[src/common/crqg_pkg.sv]
// Package with register map, field positions and reset values for the gate
`default_nettype none
package crqg_pkg;
  // Register byte offsets
  localparam logic [11:0] ADDR_EXT_ENABLE = 12'h000;
  localparam logic [11:0] ADDR_HS_MODE = 12'h004;
  localparam logic [11:0] ADDR_HOLD_ENABLE = 12'h008;
  localparam logic [11:0] ADDR_VARIANT = 12'h00c;
  localparam logic [11:0] ADDR_STATUS = 12'h010;
  localparam logic [11:0] ADDR_CONTROL = 12'h014;
  // Handshake mode encodings
  localparam logic [1:0] MODE_EMUL_ONLY = 2'h1;
  localparam logic [1:0] MODE_ALWAYS = 2'h2;
  // Probe variants
  localparam logic [1:0] VAR_FIRST = 2'h0;
  localparam logic [1:0] VAR_SECOND = 2'h1;
  localparam logic [1:0] VAR_THIRD = 2'h2;
  // Reset values
  localparam logic RST_EXT_ENABLE = 1'h0;
  localparam logic [1:0] RST_HS_MODE = 2'h1;
  localparam logic RST_HOLD_ENABLE = 1'h0;
  localparam logic [1:0] RST_VARIANT = 2'h0;
  // Control register bit positions
  localparam int CTL_FULL_RESET = 0;
  localparam int CTL_CPU_RESET = 1;
  // Status register bit positions
  localparam int ST_EMULATING = 0;
  localparam int ST_PENDING = 1;
  localparam int ST_DATA_REQ = 2;
  localparam int ST_HOLD_REQ = 3;
  localparam int ST_CPU_RESET = 4;
  // Pin synchroniser depth
  localparam int SYNC_DEPTH = 2;
endpackage
`default_nettype wire

[src/common/crqg_sync_if.sv]
// Interface carrying raw pins into the synchroniser and synced levels out
`default_nettype none
interface crqg_sync_if;
  logic [3:0] raw;
  logic [3:0] synced;
  modport src (output raw, input synced);
  modport syn (input raw, output synced);
endinterface
`default_nettype wire

[src/verilog/crqg_sync.sv]
// Two-stage synchroniser for asynchronous request pins
`default_nettype none
module crqg_sync (
  // Clock and reset
  input wire logic pclk,
  input wire logic presetn,
  input wire logic clk_en,
  // Pin bundle
  crqg_sync_if.syn sig
);
  logic [3:0] stage1_reg;
  logic [3:0] stage2_reg;

  // First stage feeds only the second stage
  always_ff @(posedge pclk or negedge presetn) begin
    if (!presetn) begin
      stage1_reg <= 4'h0;
      stage2_reg <= 4'h0;
    end else if (clk_en) begin
      stage1_reg <= sig.raw;
      stage2_reg <= stage1_reg;
    end
  end

  assign sig.synced = stage2_reg;
endmodule
`default_nettype wire

[src/verilog/crqg_top.sv]
// Coprocessor request gating block with APB register slave
// Overview of operation
// RQ1: Enabled, mode 1: extension data request/ack honoured only while emulating.
// RQ2: Enabled, mode 2: extension lines honoured in emulation and interrogation.
// RQ3: Extension disabled: extension data request/ack never honoured.
// RQ4: Extension enable write uses only bit 0.
// RQ5: Disabled extension never receives an acknowledge; it waits forever.
// RQ6: Full emulator reset clears the extension enable.
// RQ7: Processor-only reset leaves the extension enable unchanged.
// RQ8: Bus-hold enable alone governs hold request/ack recognition. Code also needs the mode 1 emulation window and no first-variant strap.
// RQ9: First variant mode 1: grant or hold recognised only while emulating.
// RQ10: Mode 1: request outside emulation is latched, granted on entry.
// RQ11: Mode 2: coprocessor requests accepted at any time.
// RQ12: Mode 2: coprocessor memory cycles are never blocked.
// RQ13: Mode 2: coprocessor registers reachable by host while halted.
// RQ14: Handshake mode affects only the external coprocessor path.
// RQ15: Second variant mode 1: hold pair recognised only while emulating.
// RQ16: Host programs the handshake mode before emulation starts.
// RQ17: Mode 1 restart elsewhere: host resets coprocessor first.
// RQ18: Hang in mode 1: host resets coprocessor, then probe.
// RQ19: Handshake mode resets to 1.
`default_nettype none
module crqg_top (
  // Clock, reset, enable
  input wire logic pclk,
  input wire logic presetn,
  input wire logic clk_en,
  // APB slave
  input wire logic psel,
  input wire logic penable,
  input wire logic pwrite,
  input wire logic [11:0] paddr,
  input wire logic [31:0] pwdata,
  output logic [31:0] prdata,
  output logic pready,
  output logic pslverr,
  // Emulation state from probe control (same clock)
  input wire logic emulating,
  input wire logic int_coproc_req,
  // External coprocessor pins (asynchronous)
  input wire logic ext_data_request,
  input wire logic bus_hold_request,
  input wire logic request_grant_line,
  input wire logic max_config,
  // Gated outputs
  output logic ext_data_ack,
  output logic bus_hold_ack,
  output logic grant_pulse,
  output logic int_coproc_ack,
  output logic coproc_mem_allow,
  output logic coproc_reg_access,
  output logic cpu_reset_out
);
  // Settings registers
  logic ext_numeric_enable_reg;
  logic [1:0] coproc_handshake_mode_reg;
  logic bus_hold_enable_reg;
  logic [1:0] variant_reg;
  // Gating state
  logic pending_reg;
  logic ext_data_ack_reg;
  logic bus_hold_ack_reg;
  logic grant_pulse_reg;
  logic int_ack_reg;
  logic mem_allow_reg;
  logic reg_access_reg;
  logic cpu_reset_reg;
  logic [31:0] prdata_reg;
  logic pslverr_reg;
  logic grant_seen_reg;
  logic pready_reg;

  // Synchronised pins
  // Every pin from the coprocessor side is asynchronous to pclk, so all four
  // levels pass the two-stage synchroniser before any gating reads them.
  // The strap is synchronised too: it may be moved while the clock runs.
  // Cost: acknowledges appear three edges after a pin changes.
  crqg_sync_if pins ();
  assign pins.raw = {max_config, request_grant_line, bus_hold_request,
                     ext_data_request};
  crqg_sync u_sync (
    .pclk(pclk),
    .presetn(presetn),
    .clk_en(clk_en),
    .sig(pins)
  );
  wire data_req_s = pins.synced[0];
  wire hold_req_s = pins.synced[1];
  wire rqgt_s = pins.synced[2];
  wire max_cfg_s = pins.synced[3];

  // APB decode
  wire access = psel && penable && clk_en;
  wire wr_en = access && pwrite;
  wire hit_ext = (paddr == crqg_pkg::ADDR_EXT_ENABLE);
  wire hit_mode = (paddr == crqg_pkg::ADDR_HS_MODE);
  wire hit_hold = (paddr == crqg_pkg::ADDR_HOLD_ENABLE);
  wire hit_var = (paddr == crqg_pkg::ADDR_VARIANT);
  wire hit_stat = (paddr == crqg_pkg::ADDR_STATUS);
  wire hit_ctl = (paddr == crqg_pkg::ADDR_CONTROL);
  wire mapped = hit_ext | hit_mode | hit_hold | hit_var | hit_stat | hit_ctl;
  wire mode_ok = (pwdata[1:0] == crqg_pkg::MODE_EMUL_ONLY) ||
                 (pwdata[1:0] == crqg_pkg::MODE_ALWAYS);
  wire full_reset = wr_en && hit_ctl && pwdata[crqg_pkg::CTL_FULL_RESET];
  wire cpu_reset_cmd = wr_en && hit_ctl && pwdata[crqg_pkg::CTL_CPU_RESET];

  // Mode decode
  // The handshake window is open always in mode 2 and only while emulating
  // in mode 1. It gates the external lines only; the internal coprocessor
  // path never looks at it.
  // Mode changes during emulation are legal on the bus but not intended:
  // a change takes effect on the next edge, mid-transfer if need be.
  wire mode_always = (coproc_handshake_mode_reg == crqg_pkg::MODE_ALWAYS);
  wire open_window = mode_always || emulating; // RQ1 RQ2 RQ11
  wire ext_live = ext_numeric_enable_reg && open_window; // RQ3 RQ5
  wire hold_live = bus_hold_enable_reg && open_window; // RQ8 RQ9 RQ15
  wire is_first = (variant_reg == crqg_pkg::VAR_FIRST);
  wire rqgt_live = is_first && max_cfg_s && open_window; // RQ9
  wire hold_pin_live = hold_live && !(is_first && max_cfg_s);
  // Requests in mode 1 outside emulation are remembered
  wire any_req = (is_first && max_cfg_s) ? rqgt_s : hold_req_s;
  wire latch_req = !mode_always && !emulating && any_req &&
                   (bus_hold_enable_reg || (is_first && max_cfg_s));

  wire [31:0] status_word = {27'h0, cpu_reset_reg, hold_req_s, data_req_s,
                             pending_reg, emulating};
  wire [31:0] rd_mux =
    hit_ext ? {31'h0, ext_numeric_enable_reg} :
    hit_mode ? {30'h0, coproc_handshake_mode_reg} :
    hit_hold ? {31'h0, bus_hold_enable_reg} :
    hit_var ? {30'h0, variant_reg} :
    hit_stat ? status_word : 32'h0;

  // Settings: full reset clears all but the variant, processor reset does not
  always_ff @(posedge pclk or negedge presetn) begin
    if (!presetn) begin
      ext_numeric_enable_reg <= crqg_pkg::RST_EXT_ENABLE;
      coproc_handshake_mode_reg <= crqg_pkg::RST_HS_MODE; // RQ19
      bus_hold_enable_reg <= crqg_pkg::RST_HOLD_ENABLE;
      variant_reg <= crqg_pkg::RST_VARIANT;
    end else if (full_reset) begin
      ext_numeric_enable_reg <= crqg_pkg::RST_EXT_ENABLE; // RQ6
      coproc_handshake_mode_reg <= crqg_pkg::RST_HS_MODE; // RQ19
      bus_hold_enable_reg <= crqg_pkg::RST_HOLD_ENABLE;
    end else if (wr_en) begin
      if (hit_ext) begin
        ext_numeric_enable_reg <= pwdata[0]; // RQ4
      end
      if (hit_mode && mode_ok) begin
        coproc_handshake_mode_reg <= pwdata[1:0];
      end
      if (hit_hold) begin
        bus_hold_enable_reg <= pwdata[0];
      end
      if (hit_var) begin
        variant_reg <= pwdata[1:0];
      end
    end
  end

  // Processor reset pulse leaves settings alone
  always_ff @(posedge pclk or negedge presetn) begin
    if (!presetn) begin
      cpu_reset_reg <= 1'b0;
    end else if (clk_en) begin
      cpu_reset_reg <= cpu_reset_cmd; // RQ7
    end
  end

  // Pending request latch, granted on entry to emulation
  // A request seen outside emulation in mode 1 is held here until the next
  // entry into emulation, where it releases one grant or acknowledge.
  // The latch is cleared in the cycle that it is released, so a request
  // withdrawn in the meantime still gets its grant; software must reset the
  // coprocessor before restarting elsewhere to discard it.
  // A new request wins over a clear that falls in the same cycle, so a
  // request is never lost to a full reset; a change to mode 2 clears the latch.
  always_ff @(posedge pclk or negedge presetn) begin
    if (!presetn) begin
      pending_reg <= 1'b0;
    end else if (clk_en) begin
      if (latch_req) begin
        pending_reg <= 1'b1; // RQ10
      end else if (full_reset || mode_always || emulating) begin
        pending_reg <= 1'b0;
      end
    end
  end

  // Acknowledge generation
  // Data acknowledge follows the synchronised request while the extension
  // is live; with the extension off no acknowledge ever comes, and the
  // requester waits with no timeout of its own.
  // The grant is a single-cycle pulse on a fresh request edge or on the
  // release of a pending request.
  always_ff @(posedge pclk or negedge presetn) begin
    if (!presetn) begin
      ext_data_ack_reg <= 1'b0;
      bus_hold_ack_reg <= 1'b0;
      grant_pulse_reg <= 1'b0;
      grant_seen_reg <= 1'b0;
    end else if (clk_en) begin
      ext_data_ack_reg <= ext_live && data_req_s; // RQ1 RQ2 RQ3 RQ5
      bus_hold_ack_reg <= hold_pin_live &&
                          (hold_req_s || (pending_reg && emulating)); // RQ8
      grant_seen_reg <= rqgt_s;
      grant_pulse_reg <= rqgt_live &&
                         ((rqgt_s && !grant_seen_reg) ||
                          (pending_reg && emulating)); // RQ9 RQ10
    end
  end

  // Internal path and mode 2 side effects
  always_ff @(posedge pclk or negedge presetn) begin
    if (!presetn) begin
      int_ack_reg <= 1'b0;
      mem_allow_reg <= 1'b0;
      reg_access_reg <= 1'b0;
    end else if (clk_en) begin
      int_ack_reg <= int_coproc_req; // RQ14
      mem_allow_reg <= mode_always || emulating; // RQ12
      reg_access_reg <= mode_always && !emulating; // RQ13
    end
  end

  // APB read data and error, registered in the setup phase, so no wait state
  always_ff @(posedge pclk or negedge presetn) begin
    if (!presetn) begin
      prdata_reg <= 32'h0;
      pslverr_reg <= 1'b0;
    end else if (clk_en) begin
      prdata_reg <= (psel && !penable && !pwrite) ? rd_mux : prdata_reg;
      pslverr_reg <= psel && !penable && !mapped;
    end
  end

  // Ready from a flop, high from the first enabled edge after reset
  always_ff @(posedge pclk or negedge presetn) begin
    if (!presetn) begin
      pready_reg <= 1'b0;
    end else if (clk_en) begin
      pready_reg <= 1'b1;
    end
  end

  // Zero-wait ready once access phase starts
  assign pready = pready_reg;
  assign prdata = prdata_reg;
  assign pslverr = pslverr_reg;
  assign ext_data_ack = ext_data_ack_reg;
  assign bus_hold_ack = bus_hold_ack_reg;
  assign grant_pulse = grant_pulse_reg;
  assign int_coproc_ack = int_ack_reg;
  assign coproc_mem_allow = mem_allow_reg;
  assign coproc_reg_access = reg_access_reg;
  assign cpu_reset_out = cpu_reset_reg;
endmodule
`default_nettype wire

[config.mk]
export PLATFORM = sky130hd
export DESIGN_NAME = crqg_top
export DESIGN_NICKNAME = d
export VERILOG_FILES = /design/src/common/crqg_pkg.sv /design/src/common/crqg_sync_if.sv /design/src/verilog/crqg_sync.sv /design/src/verilog/crqg_top.sv
export SDC_FILE = /design/constraint.sdc
export NUM_CORES = 1
export LEC_CHECK = 0
export BUFFER_PORTS_ARGS = -buffer_cell sky130_fd_sc_hd__buf_2
export CORE_UTILIZATION = 47
export DETAILED_ROUTE_END_ITERATION = 10
export PLACE_DENSITY = 0.93
export SYNTH_ARGS = -nofsm -noshare
export SYNTH_HDL_FRONTEND = slang
export SYNTH_SLANG_ARGS = --single-unit
export TNS_END_PERCENT = 10
[constraint.sdc]
create_clock -name pclk -period 2.2 [get_ports pclk]
set_input_delay 0.44 -clock pclk [delete_from_list [all_inputs] [get_ports pclk]]
set_output_delay 0.44 -clock pclk [all_outputs]
set_load 0.01 [all_outputs]
Word-level counts from Yosys, hierarchy flattened --
Index checks and enable logic that the tools add are counted.
Operators by class: reduce and logical (&&, ||, !) cells 51, equality and inequality tests 8, multiplexer cells 17, bitwise logic cells 6
Operator list (number):
- $mux 5 | 5
- $eq 12x4->1 const B | 2
- $eq 12x5->1 const B | 2
- $logic_and 1x1->1 | 24
- $eq 12x3->1 const B | 1
- $logic_not 12->1 | 1
- $reduce_and 2->1 | 5
- $reduce_bool 2->1 | 5
- $mux 1 | 9
- $logic_not 1->1 | 7
- $logic_or 1x1->1 | 7
- $mux 2 | 3
- $or 1x1->1 | 5
- $eq 2x2->1 const B | 2
- $reduce_and 3->1 | 1
- $eq 2x1->1 const B | 1
- $logic_not 2->1 | 1
- $not 1->1 | 1
Word-level totals: register bits 57, input bits 56, output and inout port bits 41, word-level logic and storage cells 100

Longest topological paths before layout --
Gate-level depths: netlist of the first run.
word-level depth 9, gate-level depth with buffers 5

By module --
Synthesis of the first run repeated with hierarchy kept, for this count alone.
Unflattened totals: cells, all modules 161, area total of the unflattened synthesis 1751.7 um^2
Modules (own cells, without submodules):
- crqg_top | times used 1, area an instance 1420.1 um^2, cells each 144
- crqg_sync | times used 1, area an instance 331.6 um^2, cells each 17

Least setup slack after synthesis of the first run --
OpenSTA, ideal clock, no wires.
path type input to register, start in paddr[7], end reg variant_reg[0], stages on the path 5, path buffers 1, arrival 1411 ps, required time 2075 ps, setup slack 664 ps, setup time 125 ps, path through nor4_2 and3_1 buf_6 nand4_4 mux2_4
Between the ends: cells in the longest elaborated chain, start to end 5, elaborated cells on any way between the ends 6, those cells by class eq/ne: 2; bitwise: 1; reduce/logical: 3
Ends and longest elaborated chain:
- start, declared | line crqg_top.sv:32 | input wire logic [11:0] paddr,
- $eq 12x5->1 | line crqg_top.sv:100 | wire hit_ctl = (paddr == crqg_pkg::ADDR_CONTROL);
- $logic_and 1x1->1 (2 in series) | line crqg_top.sv:104 | wire full_reset = wr_en && hit_ctl && pwdata[crqg_pkg::CTL_FULL_RESET];
- $not 1->1 (no source line)
- $reduce_and 3->1 (no source line) (*)
- end signal, assigned | line crqg_top.sv:140 | variant_reg <= crqg_pkg::RST_VARIANT;
- end signal, assigned | line crqg_top.sv:156 | variant_reg <= pwdata[1:0];
- end, declared | line crqg_top.sv:58 | logic [1:0] variant_reg;
Every way passes the cells marked *; elsewhere a longest branch is shown, timed or not. A chain may end at the register's enable or synchronous reset.

Worst setup path after layout of the first run --
start reg coproc_handshake_mode_reg[0], end reg bus_hold_ack_reg (netlist: bus_hold_ack)
Between the ends: cells in the longest elaborated chain, start to end 5
Ends and longest elaborated chain:
- start, declared | line crqg_top.sv:56 | logic [1:0] coproc_handshake_mode_reg;
- start signal, assigned | line crqg_top.sv:138 | coproc_handshake_mode_reg <= crqg_pkg::RST_HS_MODE;
- start signal, assigned | line crqg_top.sv:143 | coproc_handshake_mode_reg <= crqg_pkg::RST_HS_MODE;
- start signal, assigned | line crqg_top.sv:150 | coproc_handshake_mode_reg <= pwdata[1:0];
- $eq 2x2->1 | line crqg_top.sv:113 | wire mode_always = (coproc_handshake_mode_reg == crqg_pkg::MODE_ALWAYS);
- $logic_or 1x1->1 | line crqg_top.sv:114 | wire open_window = mode_always || emulating;
- $logic_and 1x1->1 | line crqg_top.sv:116 | wire hold_live = bus_hold_enable_reg && open_window;
- $logic_and 1x1->1 | line crqg_top.sv:119 | wire hold_pin_live = hold_live && !(is_first && max_cfg_s);
- $logic_and 1x1->1 | line crqg_top.sv:204 | bus_hold_ack_reg <= hold_pin_live &&
- end signal, assigned | line crqg_top.sv:204
- end, declared | line crqg_top.sv:62 | logic bus_hold_ack_reg;
No other way between the ends.

==> out/summary.txt, run 1 <==
=================================================================================================
Fraction of the mapped netlist area in adder cells                                              0
Aggregate global-route resource usage                                                       0.186
Unrepaired setup endpoints after global routing                                             false
Fill cell total of the finished layout                                                        318
MaxCap Viol Count                                                                               0
Most numerous cell types in the synthesized netlist                                  29 x dfrtp_1, 28 x buf_4, 19 x nand2_1, 15 x o21ai_0, 10 x mux2_2
Fraction of layout cells with a size suffix above 1                                         0.308
Post-synthesis compound-gate area fraction                                                  0.130
Total count of hold-check failures in the final report                                          0
Post-Place Cells                                                                              246
Count of flip-flops with a built-in enable after synthesis                                      0
Kind of end point of the critical path                                                  flip-flop
Die ar.                                                                               0.00377 mm²
Input/output buffers                                                                           39
Number of distinct library cell variants in the gate-level netlist after synthesis             40
Post-route ant nets                                                                             0
Placer congestion estimate                                                                  0.834
Worst Skew                                                                             0.00536 ns
F_max                                                                                     629 MHz
Critical register-to-register path startpoint                                        coproc_handshake_mode_reg[0]
Gr ovfl total                                                                                   0
Post-CTS Setup Inserts                                                                          0
Synthesis warning total                                                                         0
Syn-to-layout area delta                                                                    10.8%
Main combinational cell family by area after synthesis                               simple AND/OR/NAND/NOR gates
Xor and xnor area share after synthesis                                                         0
Detailed Place HPWL                                                                       2360 µm
Maximum number of pins on one net before global-route repair                                   31
Slack of the worst reg-to-reg path                                                        0.61 ns
Run status                                                                           finished clean
Initial Utilization                                                                         0.493
Rel. slew slack                                                                             0.559
Worst Tran Pin Value                                                                     0.654 ns
Total count of max-transition violations in the final report                                    0
Primary FF master, synth                                                                  dfrtp_1
First-iteration detailed-routing DRC count                                                     55
Antenna violations before repair                                                                0
Number of instances in the synthesized netlist                                                167
Number of cell rows                                                                            21
Share of cell area taken by muxes after synthesis                                          0.0861
H-tree depth                                                                                    2
Vias post-DR                                                                                 1280
Die width                                                                                 61.4 µm
Critical path startpoint category                                                       flip-flop
Core area                                                                             0.00336 mm²
Synthesized cell area                                                                 0.00166 mm²
Final period util                                                                           0.722
Via-per-instance ratio                                                                       5.04
Via count of the first global-routing pass                                                   1100
TritonCTS clock tree                                                                        built
Synth top area cells                                                                 dfrtp_1 44%, buf_4 13%, mux2_2 6.8%
Fraction of registers with async set or reset after synthesis                                1.00
Residual DRC count                                                                              0
Finished Layout Cells                                                                         254
Largest register FFs                                                                            5
Global-route wire length before repair                                                    4910 µm
Dominant cell type by area after synthesis                                                dfrtp_1
Boundary Pins                                                                                  97
Static power due to leakage                                                              0.905 nW
CTS-repair resized insts                                                                        0
First drt pass iteration count                                                                  4
Routed wire length                                                                        3160 µm
WS Path Type                                                                              reg2reg
CTS Hold Bufs                                                                                   0
Critical Path Fanout Max                                                                        6
Kind of path behind the tightest hold check                                              in2async
Vertical extent of the die                                                                61.4 µm
Num CTS Buffers                                                                                 5
Per-instance average area after synthesis                                                9.92 µm²
Setup violations, final                                                                         0
Clk Latency, worst-skew pair                                                              0.33 ns
Data arrival time of the critical path                                                    1.82 ns
Clk sink count                                                                                 30
Capture point of the worst reg-to-reg path                                           bus_hold_ack
Routed len/inst                                                                           12.4 µm
Clock period minus final worst setup slack                                                1.59 ns
Length in cells of the worst reg-to-reg path                                                    4
Fraction of the yosys area taken by sequential cells                                        0.454
Area share of the largest cell type after synthesis                                         0.438
Antenna Cells                                                                                   0
Simple logic cell fraction of the synthesized area                                          0.165
Clk pin slew, worst setup/hold paths                                                      0.09 ns
Power per standard cell area                                                           597 mW/mm²
Number of synthesized register bits                                                            30
Clock root buffer                                                                        clkbuf_4
Final net count                                                                               263
Setup TNS Final                                                                              0 ns
CTS max path bufs                                                                               2
Most numerous cell in the Yosys netlist                                                   dfrtp_1
Required time of the critical path                                                        2.43 ns
Maximum ir drop on the vdd rail                                                        0.000408 V
=================================================================================================
-- metrics by stage --
step | instance area (µm²) | utilization | hold slack [ns] | power (mW) | setup slack [ns]
floorplan | 1750 | - | 0.144 | 0.737 | 0.664
global placement | 1780 | 0.528 | 0.450 | 0.757 | 0.441
detailed placement | 1780 | 0.528 | 0.452 | 0.764 | 0.415
CTS | 1840 | 0.546 | 0.142 | 1.10 | 0.619
global route | 1840 | 0.546 | 0.170 | 1.16 | 0.495
finish | 1840 | 0.546 | 0.127 | 1.10 | 0.611
-- cell families after synthesis --
kind of cell | count (synthesis)
AND/OR/NAND/NOR | 49
buffers and inverters | 41
AO/OA/AOI/OAI | 34
flip-flops | 30
multiplexers | 12
other | 1
-- how the worst max path moves through the flow --
stage | from | end | slack, ns | cells past startpoint
3_3_place_gp | paddr[7] | variant_reg[1] | 0.44 | 5
4_1_cts | coproc_handshake_mode_reg[0] | bus_hold_ack | 0.62 | 4
2_1_floorplan | paddr[7] | variant_reg[0] | 0.66 | 5
3_5_place_dp | paddr[7] | variant_reg[1] | 0.41 | 5
5_1_grt | coproc_handshake_mode_reg[0] | bus_hold_ack | 0.50 | 4
6_report | coproc_handshake_mode_reg[0] | bus_hold_ack | 0.61 | 4
-- area by class of cell --
class	instances	area [µm²]	area share
Multi-Input combinational cell	122	733	0.399
Clock inverter	1	5.00	0.00273
Inverter	8	30.0	0.0164
Sequential cell	30	752	0.410
Tap cell	46	57.6	0.0314
Clock buffer	7	55.1	0.0300
Timing Repair Buffer	40	203	0.110
-- power by group --
part	total [mW]	internal, mW	switching, mW
Clock	0.341	0.155	0.187
Combinational	0.151	0.0587	0.0928
Sequential	0.603	0.582	0.0209
Total	1.10	0.795	0.300
-- critical path, cell delays in order, from the launching register on --
cell     delay (ns)
dfstp_2        0.55
nor2b_1        0.07
o21ai_0        0.53
nor3_1         0.13
a22o_1         0.20
-- cells in the final DEF (no fill, tap or decap), types with 2 or more instances in the layout --
cell type / netlist / final
a21oi_1: 3 / 3
nand3_1: 2 / 2
nand2_1: 19 / 19
inv_1: 8 / 8
a22o_1: 2 / 2
conb_1: 1 / 27
buf_2: 2 / 39
nor2b_1: 3 / 3
nor3b_1: 2 / 2
o31ai_1: 2 / 2
o22ai_1: 2 / 2
clkbuf_4: 0 / 5
a31oi_1: 2 / 2
mux2_2: 10 / 10
nor3_1: 4 / 4
mux2_4: 2 / 2
o2bb2ai_1: 2 / 2
nand4_1: 2 / 2
nor2_1: 6 / 6
o21ai_0: 15 / 15
dfrtp_1: 29 / 29
nor4_2: 2 / 2
-- layer usage --
layer | track usage | wire length (µm) | vias to the layer above
met5 | 0 | 0 | -
met4 | 0.0921 | 65 | 0
met3 | 0.0714 | 229 | 8
met2 | 0.275 | 1450 | 61
met1 | 0.241 | 1420 | 599
li1 | - | - | 612
(Power assumes the default switching activity.)
==> inputs of run 2 (changes only) <==
--- a/config.mk
+++ b/config.mk
@@ -6,9 +6,9 @@
 export NUM_CORES = 1
 export LEC_CHECK = 0
 export BUFFER_PORTS_ARGS = -buffer_cell sky130_fd_sc_hd__buf_2
-export CORE_UTILIZATION = 47
+export CORE_UTILIZATION = 39
 export DETAILED_ROUTE_END_ITERATION = 10
-export PLACE_DENSITY = 0.93
+export PLACE_DENSITY = 0.84
 export SYNTH_ARGS = -nofsm -noshare
 export SYNTH_HDL_FRONTEND = slang
 export SYNTH_SLANG_ARGS = --single-unit
==> constraint.sdc (replaced) <==
create_clock -name pclk -period 1.45 [get_ports pclk]
set_input_delay 0.29 -clock pclk [delete_from_list [all_inputs] [get_ports pclk]]
set_output_delay 0.29 -clock pclk [all_outputs]
set_load 0.01 [all_outputs]
==> run 2 against run 1 <==
  * Sequential power rose by 52%
  * Cell count is 6.3% higher
  * Clock power up 100%
  * Clock skew barely moved
  * Sequential cell count unchanged
  * Critical endpoint is now prdata[4]
  * Largest cell class unchanged
==> out/summary.txt, run 2 (synthesized netlist as in run 1, its figures left out) <==
=====================================================================================
Largest register FFs                                                                5
Antenna violations before repair                                                    0
H-tree depth                                                                        2
Via count of the first global-routing pass                                       1276
Aggregate global-route resource usage                                           0.176
Clk Latency, worst-skew pair                                                  0.29 ns
Slowest stage cell, crit path                                                  and3_1
Residual DRC count                                                                  0
Routed len/inst                                                               12.7 µm
Post-Route Hold Slack                                                      0.00411 ns
Vias post-DR                                                                     1309
Most frequent standard cell in the layout excluding fill and tap cells          buf_2
Num CTS Buffers                                                                     5
Input/output buffers                                                               39
Final period util                                                               0.900
Kind of end point of the critical path                                      flip-flop
Required time of the critical path                                            1.63 ns
Die width                                                                     67.2 µm
Final net count                                                                   275
Initial Utilization                                                             0.411
WS Path Type                                                                   in2reg
Finished Layout Cells                                                             270
Maximum number of pins on one net before global-route repair                       31
Syn-to-layout area delta                                                        18.4%
Total count of hold-check failures in the final report                              0
Clock root buffer                                                            clkbuf_8
Global-route wire length before repair                                        5780 µm
Clock period minus final worst setup slack                                    1.30 ns
Multi-input logic area                                                        733 µm²
Detailed Place HPWL                                                           2570 µm
Post-Place Cells                                                                  262
Critical path startpoint category                                          input port
Run status                                                               finished clean
Cells along the critical path                                            buf_2 -> nor4_2 -> and3_1 -> buf_4 -> nand3_1 -> o31ai_1
Setup violations, final                                                             0
Clk pin slew, worst setup/hold paths                                          0.07 ns
Number of cell rows                                                                23
Highest cell delay on the worst timing path                                   0.30 ns
Vertical extent of the die                                                    67.2 µm
Via-per-instance ratio                                                           4.85
Power per standard cell area                                               949 mW/mm²
Placer congestion estimate                                                      0.830
Fill cell total of the finished layout                                            386
Fraction of layout cells with a size suffix above 1                             0.345
Maximum ir drop on the vdd rail                                            0.000668 V
Post-CTS Setup Inserts                                                              0
Most frequent cells in the layout                                        39 x buf_2, 29 x dfrtp_1, 27 x conb_1
TritonCTS clock tree                                                            built
First-iteration detailed-routing DRC count                                         54
Clk sink count                                                                     30
Die ar.                                                                   0.00451 mm²
CTS max path bufs                                                                   2
Critical Path Fanout Max                                                            3
Kind of path behind the tightest hold check                                  in2async
Boundary Pins                                                                      97
MaxCap Viol Count                                                                   0
F_max                                                                         766 MHz
Total count of max-transition violations in the final report                        0
Antenna Cells                                                                       0
Unrepaired setup endpoints after global routing                                 false
Worst Skew                                                                 0.00574 ns
Static power due to leakage                                                  0.974 nW
Gr ovfl total                                                                       0
Core area                                                                 0.00403 mm²
First drt pass iteration count                                                      4
Register cell area after layout                                               752 µm²
Post-route ant nets                                                                 0
Routed wire length                                                            3430 µm
Data arrival time of the critical path                                        1.49 ns
=====================================================================================
run 2: changes by cell type in the layout (fill, tap and decap cells not counted), sizes merged:
cell	delta
buf	+12
run 2: report_power, final:
part	internal [mW]	total [mW]	leakage, nW	switching, mW
Clock	0.382	0.698	0.0482	0.316
Combinational	0.105	0.248	0.541	0.143
Sequential	0.884	0.916	0.385	0.0313
Total	1.37	1.86	0.974	0.490
run 2: final timing paths:
path	from	end	slack, ns	cells after the start
worst max-delay path	paddr[7]	prdata[4]	0.15	6
worst min-delay path	presetn	u_sync.stage1_reg[3]	0.004	2
worst max register to register	coproc_handshake_mode_reg[0]	prdata[0]	0.15	4
worst min register to register	pready	pready	0.46	1
max in group asynchronous	presetn	coproc_handshake_mode_reg[0]	1.13	2
min in group pclk	int_coproc_req	int_coproc_ack	0.23	2
run 2: layout make-up:
cell class	instances	area share
Sequential cell	30	0.383
Multi-Input combinational cell	122	0.374
Tap cell	50	0.0319
Clock inverter	1	0.00255
Timing Repair Buffer	52	0.149
Clock buffer	7	0.0440
Inverter	8	0.0153
run 2: worst max-delay path: cells and delay by family:
| kind | cells | cell delay (ns) |
|---|---|---|
| and+or+nand+nor | 3 | 0.70 |
| buffers and inverters | 2 | 0.25 |
| AOI/OAI and AO/OA | 1 | 0.25 |
run 2: repair_timing:
item / 4_1_cts / 5_1_grt
hold buffers: 0 / 0
endpoints found under the setup margin: 0 / 1
gates resized for setup: 0 / 1
run 2: layer usage:
metal	global-route usage	part of all wire	up-vias
met5	0	0	-
met4	0.104	0.035	0
met3	0.0456	0.050	13
met2	0.290	0.50	48
met1	0.206	0.42	615
li1	-	-	633
run 2: metrics by stage:
stage / utilization / power, mW / area [µm²] / worst slack (ns) / setup TNS (ns)
after floorplan: - / 1.12 / 1750 / 0.0636 / 0
after global placement: 0.464 / 1.17 / 1870 / -0.102 / -0.503
after detailed placement: 0.464 / 1.18 / 1870 / -0.199 / -0.801
after CTS: 0.487 / 1.87 / 1960 / 0.0951 / 0
after global routing: 0.487 / 1.95 / 1960 / 0.00520 / 0
final: 0.487 / 1.86 / 1960 / 0.145 / 0
